[src/design/scs_pkg.sv]
package scs_pkg;

    // Register byte offsets on the Avalon-MM slave, one aligned word each.
    localparam logic [3:0] REG_CLK_CTRL = 4'h0;
    localparam logic [3:0] REG_RC_CTRL = 4'h4;
    localparam logic [3:0] REG_XTAL_CTRL = 4'h8;
    localparam logic [3:0] REG_STATUS = 4'hC;

    // Clock control register fields.
    localparam int CC_DIV_LSB = 5;
    localparam int CC_HIGH_BIT = 3;
    localparam int CC_LOW_BIT = 2;
    localparam int CC_FIDLE_BIT = 1;
    localparam int CC_SIDLE_BIT = 0;

    // Fast RC control register fields.
    localparam int RC_FREQ_LSB = 2;
    localparam int RC_READY_BIT = 1;
    localparam int RC_EN_BIT = 0;

    // Crystal control register fields.
    localparam int XC_SLOW_EN_BIT = 0;
    localparam int XC_SLOW_RDY_BIT = 1;
    localparam int XC_FAST_EN_BIT = 2;
    localparam int XC_FAST_RDY_BIT = 3;
    localparam int XC_PIN_OSC_BIT = 4;

    // Status register fields.
    localparam int ST_SLOW_BIT = 0;
    localparam int ST_BUSY_BIT = 1;
    localparam int ST_HALT_BIT = 2;
    localparam int ST_HIGH_BIT = 3;
    localparam int ST_LOW_BIT = 4;

    // Divide select code that picks the slow source instead of the fast one.
    localparam logic [2:0] DIV_SLOW = 3'h7;

    // Source select and fast RC frequency encodings.
    localparam logic HIGH_SRC_RC = 1'b0;
    localparam logic HIGH_SRC_XTAL = 1'b1;
    localparam logic LOW_SRC_RC = 1'b0;
    localparam logic LOW_SRC_XTAL = 1'b1;
    localparam logic [1:0] RC_8MHZ = 2'h0;
    localparam logic [1:0] RC_12MHZ = 2'h1;
    localparam logic [1:0] RC_16MHZ = 2'h2;

    // Nominal source frequencies, for reference by users of the block.
    localparam int FAST_XTAL_MIN_KHZ = 400;
    localparam int FAST_XTAL_MAX_KHZ = 16000;
    localparam int SLOW_XTAL_HZ = 32768;
    localparam int SLOW_RC_HZ = 32000;

    // Values after reset.
    localparam logic [2:0] DIV_SEL_RST = 3'h0;
    localparam logic HIGH_SEL_RST = HIGH_SRC_RC;
    localparam logic LOW_SEL_RST = LOW_SRC_RC;
    localparam logic [1:0] RC_FREQ_RST = RC_8MHZ;
    localparam logic WAITREQ_RST = 1'b1;

    // Start-up times and their cycle counts at the 125 MHz clock.
    localparam int TIMER_W = 20;
    localparam int CLK_MHZ = 125;
    localparam int SLOW_XTAL_START_US = 1000;
    localparam int FAST_XTAL_START_US = 32;
    localparam int FAST_RC_START_NS = 100;
    localparam logic [TIMER_W-1:0] SLOW_XTAL_START_CYC = TIMER_W'(SLOW_XTAL_START_US * CLK_MHZ);
    localparam logic [TIMER_W-1:0] FAST_XTAL_START_CYC = TIMER_W'(FAST_XTAL_START_US * CLK_MHZ);
    localparam logic [TIMER_W-1:0] FAST_RC_START_CYC =
        TIMER_W'((FAST_RC_START_NS * CLK_MHZ + 999) / 1000);
    localparam logic [TIMER_W-1:0] TMR_ONE = 20'h00001;

    // Source switch sequencer states.
    typedef enum logic [1:0]
    {
        SW_RUN = 2'b00,
        SW_WAIT_READY = 2'b01,
        SW_WAIT_OLD_LOW = 2'b10,
        SW_WAIT_NEW_LOW = 2'b11
    } scs_sw_t;

endpackage

[src/design/scs_system_clock_control.sv]
// Decided for this implementation: register access over Avalon-MM and the address map.
`timescale 1ns/1ns
// Notes on behaviour
// - Oscillators also clock watchdog and time base.
// - Four sources: two fast, two slow.
// - Divide select picks fast or slow, live.
// - Low select bit: slow crystal or slow RC.
// - High select bit: fast crystal or fast RC.
// - Divide select also sets system clock frequency.
// - One fast and one slow choice always held.
// - Two-bit field sets fast RC 8/12/16 MHz.
// - Slow crystal enable starts it; wait start-up.
// - Halt stops system clock; timer clocks continue.
// - Slow crystal pins are I/O unless used.
// - Fast source divided by 1 to 64.
// - Fast oscillator enable decides stop in slow mode.
module scs_system_clock_control
#(
    parameter logic [scs_pkg::TIMER_W-1:0] SLOW_START_CYC = scs_pkg::SLOW_XTAL_START_CYC
)
(
    input wire logic clock,
    input wire logic reset_n,
    input wire logic [3:0] avs_address,
    input wire logic avs_read,
    input wire logic avs_write,
    input wire logic [31:0] avs_writedata,
    input wire logic [3:0] avs_byteenable,
    output logic [31:0] avs_readdata,
    output logic avs_waitrequest,
    input wire logic fast_xtal_osc,
    input wire logic fast_rc_osc,
    input wire logic slow_xtal_osc,
    input wire logic slow_rc_osc,
    input wire logic halt_req,
    output logic fast_xtal_osc_en,
    output logic fast_rc_osc_en,
    output logic slow_xtal_osc_en,
    output logic [1:0] rc_fast_freq_select,
    output logic slow_xtal_pins_osc_mode,
    output logic sysclk_out,
    output logic fast_periph_clk,
    output logic slow_periph_clk,
    output logic wdt_clk,
    output logic timebase_clk
);
    import scs_pkg::*;

    typedef struct packed
    {
        logic [2:0] div_sel;
        logic high_sel;
        logic low_sel;
        logic fidle;
        logic sidle;
        logic [1:0] rc_freq;
        logic rc_en;
        logic fx_en;
        logic sx_en;
        logic pin_osc;
        scs_sw_t sw;
        logic act_slow;
        logic act_high;
        logic act_low;
        logic [2:0] act_div;
        logic gate;
        logic halted;
        logic waitreq;
        logic [31:0] rdata;
        logic sysclk;
        logic fper;
        logic sper;
        logic wdt;
        logic tb;
        logic fx_oe;
        logic rc_oe;
        logic sx_oe;
        logic pins_osc;
    } scs_state_t;

    localparam scs_state_t ST_RST = '{
        div_sel: DIV_SEL_RST,
        high_sel: HIGH_SEL_RST,
        low_sel: LOW_SEL_RST,
        rc_freq: RC_FREQ_RST,
        sw: SW_WAIT_READY,
        act_div: DIV_SEL_RST,
        act_high: HIGH_SEL_RST,
        act_low: LOW_SEL_RST,
        waitreq: WAITREQ_RST,
        default: '0
    };

    scs_state_t q;
    scs_state_t d;
    logic rc_ready;
    logic fx_ready;
    logic sx_ready;
    logic fast_div;
    logic fast_sel_clk;
    logic fsub;
    logic sel_clk;
    logic t_slow;
    logic t_ready;
    logic changed;
    logic wr_take;
    logic [31:0] rd;

    // Each oscillator except the slow RC is trusted only after its own start-up count; the slow RC is trusted at once.
    scs_ready_timer #(.COUNT(FAST_RC_START_CYC)) u_rc_timer
    (
        .clock(clock),
        .reset_n(reset_n),
        .enable(q.rc_oe),
        .ready(rc_ready)
    );

    scs_ready_timer #(.COUNT(FAST_XTAL_START_CYC)) u_fx_timer
    (
        .clock(clock),
        .reset_n(reset_n),
        .enable(q.fx_oe),
        .ready(fx_ready)
    );

    scs_ready_timer #(.COUNT(SLOW_START_CYC)) u_sx_timer
    (
        .clock(clock),
        .reset_n(reset_n),
        .enable(q.sx_oe),
        .ready(sx_ready)
    );

    // The divider sees only the committed ratio, so a new ratio waits for the gate.
    scs_divider u_divider
    (
        .clock(clock),
        .reset_n(reset_n),
        .src_in(fast_sel_clk),
        .ratio_sel(q.act_div),
        .div_out(fast_div)
    );

    // Source muxes run from the committed selection, never straight from software.
    assign fast_sel_clk = (q.act_high == HIGH_SRC_XTAL) ? fast_xtal_osc : fast_rc_osc;
    assign fsub = (q.act_low == LOW_SRC_XTAL) ? slow_xtal_osc : slow_rc_osc;
    assign sel_clk = q.act_slow ? fsub : fast_div;

    // Both a fast and a slow choice are always held; any difference starts a switch.
    assign t_slow = (q.div_sel == DIV_SLOW);
    assign changed = {t_slow, q.high_sel, q.low_sel, q.div_sel} !=
                     {q.act_slow, q.act_high, q.act_low, q.act_div};
    assign t_ready = t_slow ? ((q.low_sel == LOW_SRC_XTAL) ? sx_ready : 1'b1)
                            : ((q.high_sel == HIGH_SRC_XTAL) ? fx_ready : rc_ready);

    assign wr_take = avs_write && !q.waitreq && avs_byteenable[0];

    // Read view; unmapped offsets read as zero.
    always_comb
    begin
        rd = '0;
        case (avs_address)
            REG_CLK_CTRL:
            begin
                rd[CC_DIV_LSB +: 3] = q.div_sel;
                rd[CC_HIGH_BIT] = q.high_sel;
                rd[CC_LOW_BIT] = q.low_sel;
                rd[CC_FIDLE_BIT] = q.fidle;
                rd[CC_SIDLE_BIT] = q.sidle;
            end
            REG_RC_CTRL:
            begin
                rd[RC_FREQ_LSB +: 2] = q.rc_freq;
                rd[RC_READY_BIT] = rc_ready;
                rd[RC_EN_BIT] = q.rc_en;
            end
            REG_XTAL_CTRL:
            begin
                rd[XC_SLOW_EN_BIT] = q.sx_en;
                rd[XC_SLOW_RDY_BIT] = sx_ready;
                rd[XC_FAST_EN_BIT] = q.fx_en;
                rd[XC_FAST_RDY_BIT] = fx_ready;
                rd[XC_PIN_OSC_BIT] = q.pin_osc;
            end
            REG_STATUS:
            begin
                rd[ST_SLOW_BIT] = q.act_slow;
                rd[ST_BUSY_BIT] = (q.sw != SW_RUN);
                rd[ST_HALT_BIT] = q.halted;
                rd[ST_HIGH_BIT] = q.act_high;
                rd[ST_LOW_BIT] = q.act_low;
            end
            default:
                rd = '0;
        endcase
    end

    // Next state: bus slave, register writes, switch sequencer and clock outputs.
    always_comb
    begin
        d = q;
        // Every access is answered one cycle after it is seen, then waitrequest rises again.
        if (!q.waitreq)
            d.waitreq = 1'b1;
        else if (avs_read || avs_write)
        begin
            d.waitreq = 1'b0;
            d.rdata = rd;
        end
        if (wr_take)
        begin
            case (avs_address)
                REG_CLK_CTRL:
                begin
                    d.div_sel = avs_writedata[CC_DIV_LSB +: 3];
                    d.high_sel = avs_writedata[CC_HIGH_BIT];
                    d.low_sel = avs_writedata[CC_LOW_BIT];
                    d.fidle = avs_writedata[CC_FIDLE_BIT];
                    d.sidle = avs_writedata[CC_SIDLE_BIT];
                end
                REG_RC_CTRL:
                begin
                    d.rc_freq = avs_writedata[RC_FREQ_LSB +: 2];
                    d.rc_en = avs_writedata[RC_EN_BIT];
                end
                REG_XTAL_CTRL:
                begin
                    d.sx_en = avs_writedata[XC_SLOW_EN_BIT];
                    d.fx_en = avs_writedata[XC_FAST_EN_BIT];
                    d.pin_osc = avs_writedata[XC_PIN_OSC_BIT];
                end
                default:
                    d.pin_osc = q.pin_osc;
            endcase
        end
        // Close the gate only while the old clock is low and open it only while the
        // new one is low, so no shortened pulse ever reaches the system clock.
        unique case (q.sw)
            SW_RUN:
                if (changed)
                    d.sw = SW_WAIT_READY;
            SW_WAIT_READY:
                if (t_ready)
                    d.sw = SW_WAIT_OLD_LOW;
            SW_WAIT_OLD_LOW:
                if (!t_ready)
                    d.sw = SW_WAIT_READY;
                else if (!sel_clk)
                begin
                    d.gate = 1'b0;
                    d.act_slow = t_slow;
                    d.act_high = q.high_sel;
                    d.act_low = q.low_sel;
                    d.act_div = q.div_sel;
                    d.sw = SW_WAIT_NEW_LOW;
                end
            SW_WAIT_NEW_LOW:
                if (!sel_clk)
                begin
                    d.gate = 1'b1;
                    d.sw = SW_RUN;
                end
        endcase
        // Halt takes hold and lets go only on a low phase of the selected clock.
        if (!sel_clk)
            d.halted = halt_req;
        d.sysclk = d.gate && !d.halted && sel_clk;
        d.fper = fast_sel_clk && (!d.halted || q.fidle);
        d.sper = fsub && (!d.halted || q.sidle);
        d.wdt = slow_rc_osc;
        d.tb = fsub;
        // A fast oscillator runs while selected or targeted, otherwise only on its enable.
        d.fx_oe = q.fx_en || (!q.act_slow && q.act_high == HIGH_SRC_XTAL)
                  || (!t_slow && q.high_sel == HIGH_SRC_XTAL);
        d.rc_oe = q.rc_en || (!q.act_slow && q.act_high == HIGH_SRC_RC)
                  || (!t_slow && q.high_sel == HIGH_SRC_RC);
        d.sx_oe = q.sx_en || (q.act_low == LOW_SRC_XTAL);
        // Pins leave I/O use as soon as the slow crystal can be a clock source.
        d.pins_osc = q.pin_osc || d.sx_oe;
    end

    // State register.
    always_ff @(posedge clock)
    begin
        if (!reset_n)
            q <= ST_RST;
        else
            q <= d;
    end

    // All outputs come straight from the state register.
    assign avs_readdata = q.rdata;
    assign avs_waitrequest = q.waitreq;
    assign fast_xtal_osc_en = q.fx_oe;
    assign fast_rc_osc_en = q.rc_oe;
    assign slow_xtal_osc_en = q.sx_oe;
    assign rc_fast_freq_select = q.rc_freq;
    assign slow_xtal_pins_osc_mode = q.pins_osc;
    assign sysclk_out = q.sysclk;
    assign fast_periph_clk = q.fper;
    assign slow_periph_clk = q.sper;
    assign wdt_clk = q.wdt;
    assign timebase_clk = q.tb;
endmodule // scs_system_clock_control

[src/design/scs_ready_timer.sv]
`timescale 1ns/1ns
module scs_ready_timer
#(
    parameter logic [scs_pkg::TIMER_W-1:0] COUNT = scs_pkg::TMR_ONE
)
(
    input wire logic clock,
    input wire logic reset_n,
    input wire logic enable,
    output logic ready
);
    import scs_pkg::*;

    typedef struct packed
    {
        logic [TIMER_W-1:0] cnt;
        logic ready;
    } scs_tmr_t;

    scs_tmr_t q;
    scs_tmr_t d;

    // Count enabled cycles; an oscillator is trusted only after the full count.
    always_comb
    begin
        d = q;
        if (!enable)
        begin
            d.cnt = '0;
            d.ready = 1'b0;
        end
        else if (!q.ready)
        begin
            if (q.cnt == COUNT - TMR_ONE)
                d.ready = 1'b1;
            else
                d.cnt = q.cnt + TMR_ONE;
        end
    end

    // State register.
    always_ff @(posedge clock)
    begin
        if (!reset_n)
            q <= '0;
        else
            q <= d;
    end

    assign ready = q.ready;
endmodule // scs_ready_timer

[src/design/scs_divider.sv]
`timescale 1ns/1ns
module scs_divider
(
    input wire logic clock,
    input wire logic reset_n,
    input wire logic src_in,
    input wire logic [2:0] ratio_sel,
    output logic div_out
);
    import scs_pkg::*;

    typedef struct packed
    {
        logic src_d;
        logic [5:0] cnt;
        logic out;
    } scs_div_t;

    scs_div_t q;
    scs_div_t d;

    // Ripple-free binary divider: counter bit k halves the source k+1 times.
    always_comb
    begin
        d = q;
        d.src_d = src_in;
        if (src_in && !q.src_d)
            d.cnt = q.cnt + 6'h01;
        unique case (ratio_sel)
            3'h0: d.out = src_in;
            3'h1: d.out = q.cnt[0];
            3'h2: d.out = q.cnt[1];
            3'h3: d.out = q.cnt[2];
            3'h4: d.out = q.cnt[3];
            3'h5: d.out = q.cnt[4];
            3'h6: d.out = q.cnt[5];
            3'h7: d.out = q.cnt[5];
        endcase
    end

    // State register.
    always_ff @(posedge clock)
    begin
        if (!reset_n)
            q <= '0;
        else
            q <= d;
    end

    assign div_out = q.out;
endmodule // scs_divider

[config.mk]
export PLATFORM = sky130hd
export DESIGN_NAME = scs_system_clock_control
export DESIGN_NICKNAME = d
export VERILOG_FILES = /design/src/design/scs_pkg.sv /design/src/design/scs_system_clock_control.sv /design/src/design/scs_ready_timer.sv /design/src/design/scs_divider.sv
export SDC_FILE = /design/constraint.sdc
export NUM_CORES = 1
export LEC_CHECK = 0
export ABC_CLOCK_PERIOD_IN_PS = 2100
export BUFFER_PORTS_ARGS = -buffer_cell sky130_fd_sc_hd__buf_2
export CORE_UTILIZATION = 30
export CTS_BUF_LIST = sky130_fd_sc_hd__clkbuf_8
export CTS_CLUSTER_DIAMETER = 40
export DETAILED_ROUTE_END_ITERATION = 7
export PLACE_DENSITY_LB_ADDON = 0.12
export SYNTH_ARGS = -nofsm -noshare
export SYNTH_HDL_FRONTEND = slang
export SYNTH_SLANG_ARGS = --single-unit
export TNS_END_PERCENT = 10
[constraint.sdc]
create_clock -name clock -period 2.1 [get_ports clock]
set_clock_uncertainty 0.05 [all_clocks]
set_input_delay 0.42 -clock clock [delete_from_list [all_inputs] [get_ports clock]]
set_output_delay 0.42 -clock clock [all_outputs]
set_load 0.05 [all_outputs]
# Word-level counts from Yosys, hierarchy flattened
# Index checks and enable logic that the tools add are counted.
# op_classes
add_sub_neg	4
n_mux	27
reduce_logical	43
eq_ne	22
bitwise	9
# ops
operator	n
$add A20 B1 Y20 const B	3
$mux W33	1
$reduce_and A2 Y1	11
$eq A20 B12 Y1 const B	1
$eq A20 B17 Y1 const B	1
$eq A20 B4 Y1 const B	1
$pmux W4 S4	1
$eq A3 B3 Y1 const B	5
$mux W1	15
$logic_and A1 B1 Y1	11
$logic_or A1 B1 Y1	9
$mux W9	1
$not A1 Y1	9
$eq A4 B4 Y1 const B	2
$mux W2	4
$pmux W2 S4	1
$pmux W1 S7	1
$add A6 B1 Y6 const B	1
$eq A3 B2 Y1 const B	2
$ne A2 B2 Y1 const B	3
$ne A6 B6 Y1	1
$logic_not A1 Y1	5
$eq A2 B2 Y1 const B	2
$eq A4 B3 Y1 const B	1
12 further kinds	13
# word_totals
word_cells	142
regBits	112
output_inout_bits	44

# Longest topological paths before layout
# logic_depth
ltp_word	7
ltp_mapped	8
depth_no_buf	7

# Modules after synthesis
# From an unflattened synthesis, not the netlist that was laid out.
# unflattened
hier_cells	605
area_unflattened_um2	5549.1
# modules_own_cells
module	cells_per_inst	instances	area_per_inst_um2
scs_system_clock_control	213	1	2057.0
scs_ready_timer at u_rc_timer	121	1	1077.3
scs_ready_timer at u_sx_timer	115	1	1026.0
scs_ready_timer at u_fx_timer	118	1	1004.7
scs_divider	38	1	384.1

# Least setup slack after synthesis
# OpenSTA, ideal clock, no wires.
# synth_timing
kind	register -> register
start	register u_fx_timer.q[1] in the netlist's numbering
end	register u_fx_timer.q[2] in the netlist's numbering
required_time_ns	1.922
slack_ns	0.337
arrival_time_ns	1.585
stages_incl_launch_ff	8
setup_ns	0.128
path_cell_list	dfxtp_1 > ha_1 > nand4_1 > or2_1 > clkbuf_1 > o31ai_4 > mux2i_1 > nor2_1
# synth_via
elab_chain_len	3
word_cells_on_any_way	4
# synth_rtl
element	line	source
from (decl)	scs_ready_timer.sv:20	scs_tmr_t q;
from (signal assigned)	scs_ready_timer.sv:45	q <= '0;
from (signal assigned)	scs_ready_timer.sv:47	q <= d;
branches (longest 3 deep; another with $add A20 B1 Y20)	n/a	
# Several ways; the timed one is not identified.
# A chain may end at the register's enable or synchronous reset.

# Worst setup path in the final report
# layout_timing
start	register u_rc_timer.q[1] in the netlist's numbering
end	register u_rc_timer.q[16] in the netlist's numbering
# layout_via
elab_chain_len	3
word_cells_on_any_way	4
# layout_rtl
element	line
from (decl)	scs_ready_timer.sv:20
from (signal assigned)	scs_ready_timer.sv:45
from (signal assigned)	scs_ready_timer.sv:47
branches (longest 3 deep; another with $add A20 B1 Y20)	n/a
# Several ways; the timed one is not identified.

==> run metrics <==
final setup fails=0; Overflow after GRT=0; layout cells sized above 1=0.142; post-synthesis sequential area ratio=0.413; worst hold path depth=2; Routed Antenna Nets=0; Yosys top cell by area=dfxtp_1; startpoint types=register; Slew headroom=0.554; maximum vdd drop=397 uV; CTS Sinks=112; worst-path fanout max=10; dpl cells=849; Worst-path clk slew=0.11 ns; #FFs+latches synth=112; drt first-iter violations=237; initial antenna violation count=0; Arrival @ worst endpoint=2.22 ns; total track usage=0.137; area of the core=17500 sq um; CTS buffer count=9; hold endpoint=avs_waitrequest; fin nets=689; PwrDens=626 nW/um^2; CTS max path bufs=2; GR peak layer=met2; share of the synthesized area in the top cell type=0.413; DIE AREA=18600 sq um; Final HPWL DP=8670 um; Main synth FF type=dfxtp_1; first-pass GRT wire length=19600 um; reg2reg setup slack=0.16 ns; CP Capture Type=register; Placer Congestion=0.740; most common cell in the netlist=dfxtp_1; Die H=137 um; max-cap viol count=0; CTS HTree Levels=3; via count=4136; Syn Area/Cell=9.04 sq um; M1 GR Usage=0.182; Hold Violations, Final=0; Mapped Area=5430 sq um; Post-CTS Hold Fix Bufs=0; Required @ worst endpoint=2.38 ns; Vias per Instance=4.79; Syn Inst Count=601; max-slew violations=0; Slew @ Worst Pin=0.667 ns; crit-path cells=inv_1 > ha_1 > nor3b_1 > nand4_1 > o21ai_1 > buf_4 > or4_1 > a21oi_1; Detailed Route WL=12000 um; Post-synth EDFFs=0; synth cell count leaders=dfxtp_1, nor2_1, nand2_1, buf_4, nand3_1; number of distinct library cells after synthesis=60; Reg2Reg Depth=8; outcome=finished, final reports clean; Synth Warn #=0; DRC errors left=0; Detailed Routing Iterations Pass 1=5; minimum clock period=1.94 ns; TNS Setup=0 ns; synthesis-to-layout area growth=10.2%; pre-CTS WS=0.165 ns; worst hold path class=input pin to register; Starting Density=0.311; async set-reset flop share out of synthesis=0; row count=48; post-CTS sizing=0; critical path class=register to register; fmax=0.515 GHz; CP max stage delay=0.50 ns; critical path's slowest cell=or4_1; final worst slack=0.157 ns; vias in the first global route=3897; RSZ-0062 raised after global routing=false; cell leakage power=2.19 nW; worst r2r src=u_rc_timer.q[1]; CTS tree=done; Reg2Reg Capture Point=u_rc_timer.q[16]; I/O pin cnt=93; period utilization=0.925; Total Power=3.74 mW; largest net degree at the start of global routing=61; input/output buffers=41; Global Route met2 Usage=0.215; Root Driver=clkbuf_8; Clk Latency, worst-skew pair=0.40 ns; Non-Filler Instances=864; # Post-CTS Setup Buffers=0; worst hold slack=0.181 ns; HP Start=avs_read; Antenna Cells=0; WL/cell=13.9 um; M3 GR Usage=0.0374; most area-consuming cells after synthesis=dfxtp_1, xor2_1, buf_4; die width=137 um
[cell type report]
cell class | count | area, sq um
Clock inverter | 6 | 67.6
Fill cell | 1807 | 11500
Sequential cell | 112 | 2240
Tap cell | 225 | 282
Timing Repair Buffer | 60 | 360
Clock buffer | 9 | 124
Multi-Input combinational cell | 439 | 2860
Inverter | 13 | 48.8
[power breakdown]
part	internal, mW	switching [mW]	total, mW	leakage (nW)
combinational	0.0647	0.197	0.262	1.19
clock	0.552	0.776	1.33	0.0921
sequential	2.14	0.0132	2.15	0.905
total	2.76	0.986	3.74	2.19
[worst max-delay path: cells and delay by family, from the launching register on]
kind / cells / cell delay [ns]
AO/OA/AOI/OAI: 2 / 0.24
adder cells (fa/ha/maj): 1 / 0.19
buffers and inverters: 2 / 0.26
flip-flops: 1 / 0.39
AND/OR/NAND/NOR: 3 / 0.75
[worst max-delay path by stage]
stage | start | end | depth (start not counted)
finish | u_rc_timer.q[1] | u_rc_timer.q[16] | 8
global route | u_fx_timer.q[7] | u_fx_timer.q[6] | 5
CTS | u_rc_timer.q[1] | u_rc_timer.q[16] | 8
detailed placement | u_rc_timer.q[1] | u_rc_timer.q[16] | 8
global placement | u_fx_timer.q[1] | u_fx_timer.q[2] | 6
floorplan | u_fx_timer.q[1] | u_fx_timer.q[2] | 7
[flip-flops by register name, indices dropped and copies added, names as in the netlist, 2 cells and up]
name                 cells
avs_readdata             8
u_sx_timer.q            20
u_divider.q              7
u_fx_timer.q            20
u_rc_timer.q            20
rc_fast_freq_select      2
q                       21
[metal layers]
layer | up-vias | share of wire
met3 | 10 | 0.029
met4 | 0 | 0.011
met5 | - | 0
met2 | 46 | 0.46
li1 | 2124 | -
met1 | 1956 | 0.50
[cell usage in the layout (no fill, tap or decap), types with 5 or more instances in the layout]
cell and instances:
mux4_2 5, a22oi_1 7, o31ai_1 8, or4_1 8
buf_2 41, o21ai_0 12, and4_1 7, nor2b_1 28
conb_1 24, nor4_1 12, inv_1 13, nand4_1 19
mux2i_1 22, nand2_1 35, dfxtp_1 112, xnor2_1 22
ha_1 5, xor2_1 30, clkbuf_8 9, or3_1 7
buf_4 18, o211ai_1 6, nand3_1 31, nor2_1 62
o21ai_1 9, and2_1 11, a21oi_1 14, nor3_1 6
[kinds of logic (layout without fill, tap and decap cells)]
family / count (synthesis) / count (layout) / synth area share
multiplexers: 29 / 29 / 0.0654
adder cells (fa/ha/maj): 5 / 5 / 0.0115
AND/OR/NAND/NOR: 255 / 255 / 0.259
buffers and inverters: 73 / 88 / 0.0765
AO/OA/AOI/OAI: 74 / 74 / 0.0903
XOR/XNOR: 52 / 52 / 0.0839
flip-flops: 112 / 112 / 0.413
other: 1 / 24 / 0.000691
[per-stage QoR]
stage,util,instance area (sq um)
2_1_floorplan,-,5520
3_3_place_gp,0.331,5790
3_5_place_dp,0.331,5790
4_1_cts,0.342,5980
5_1_grt,0.342,5980
6_report,0.342,5980
No activity file was read; power rests on OpenSTA's default activity.
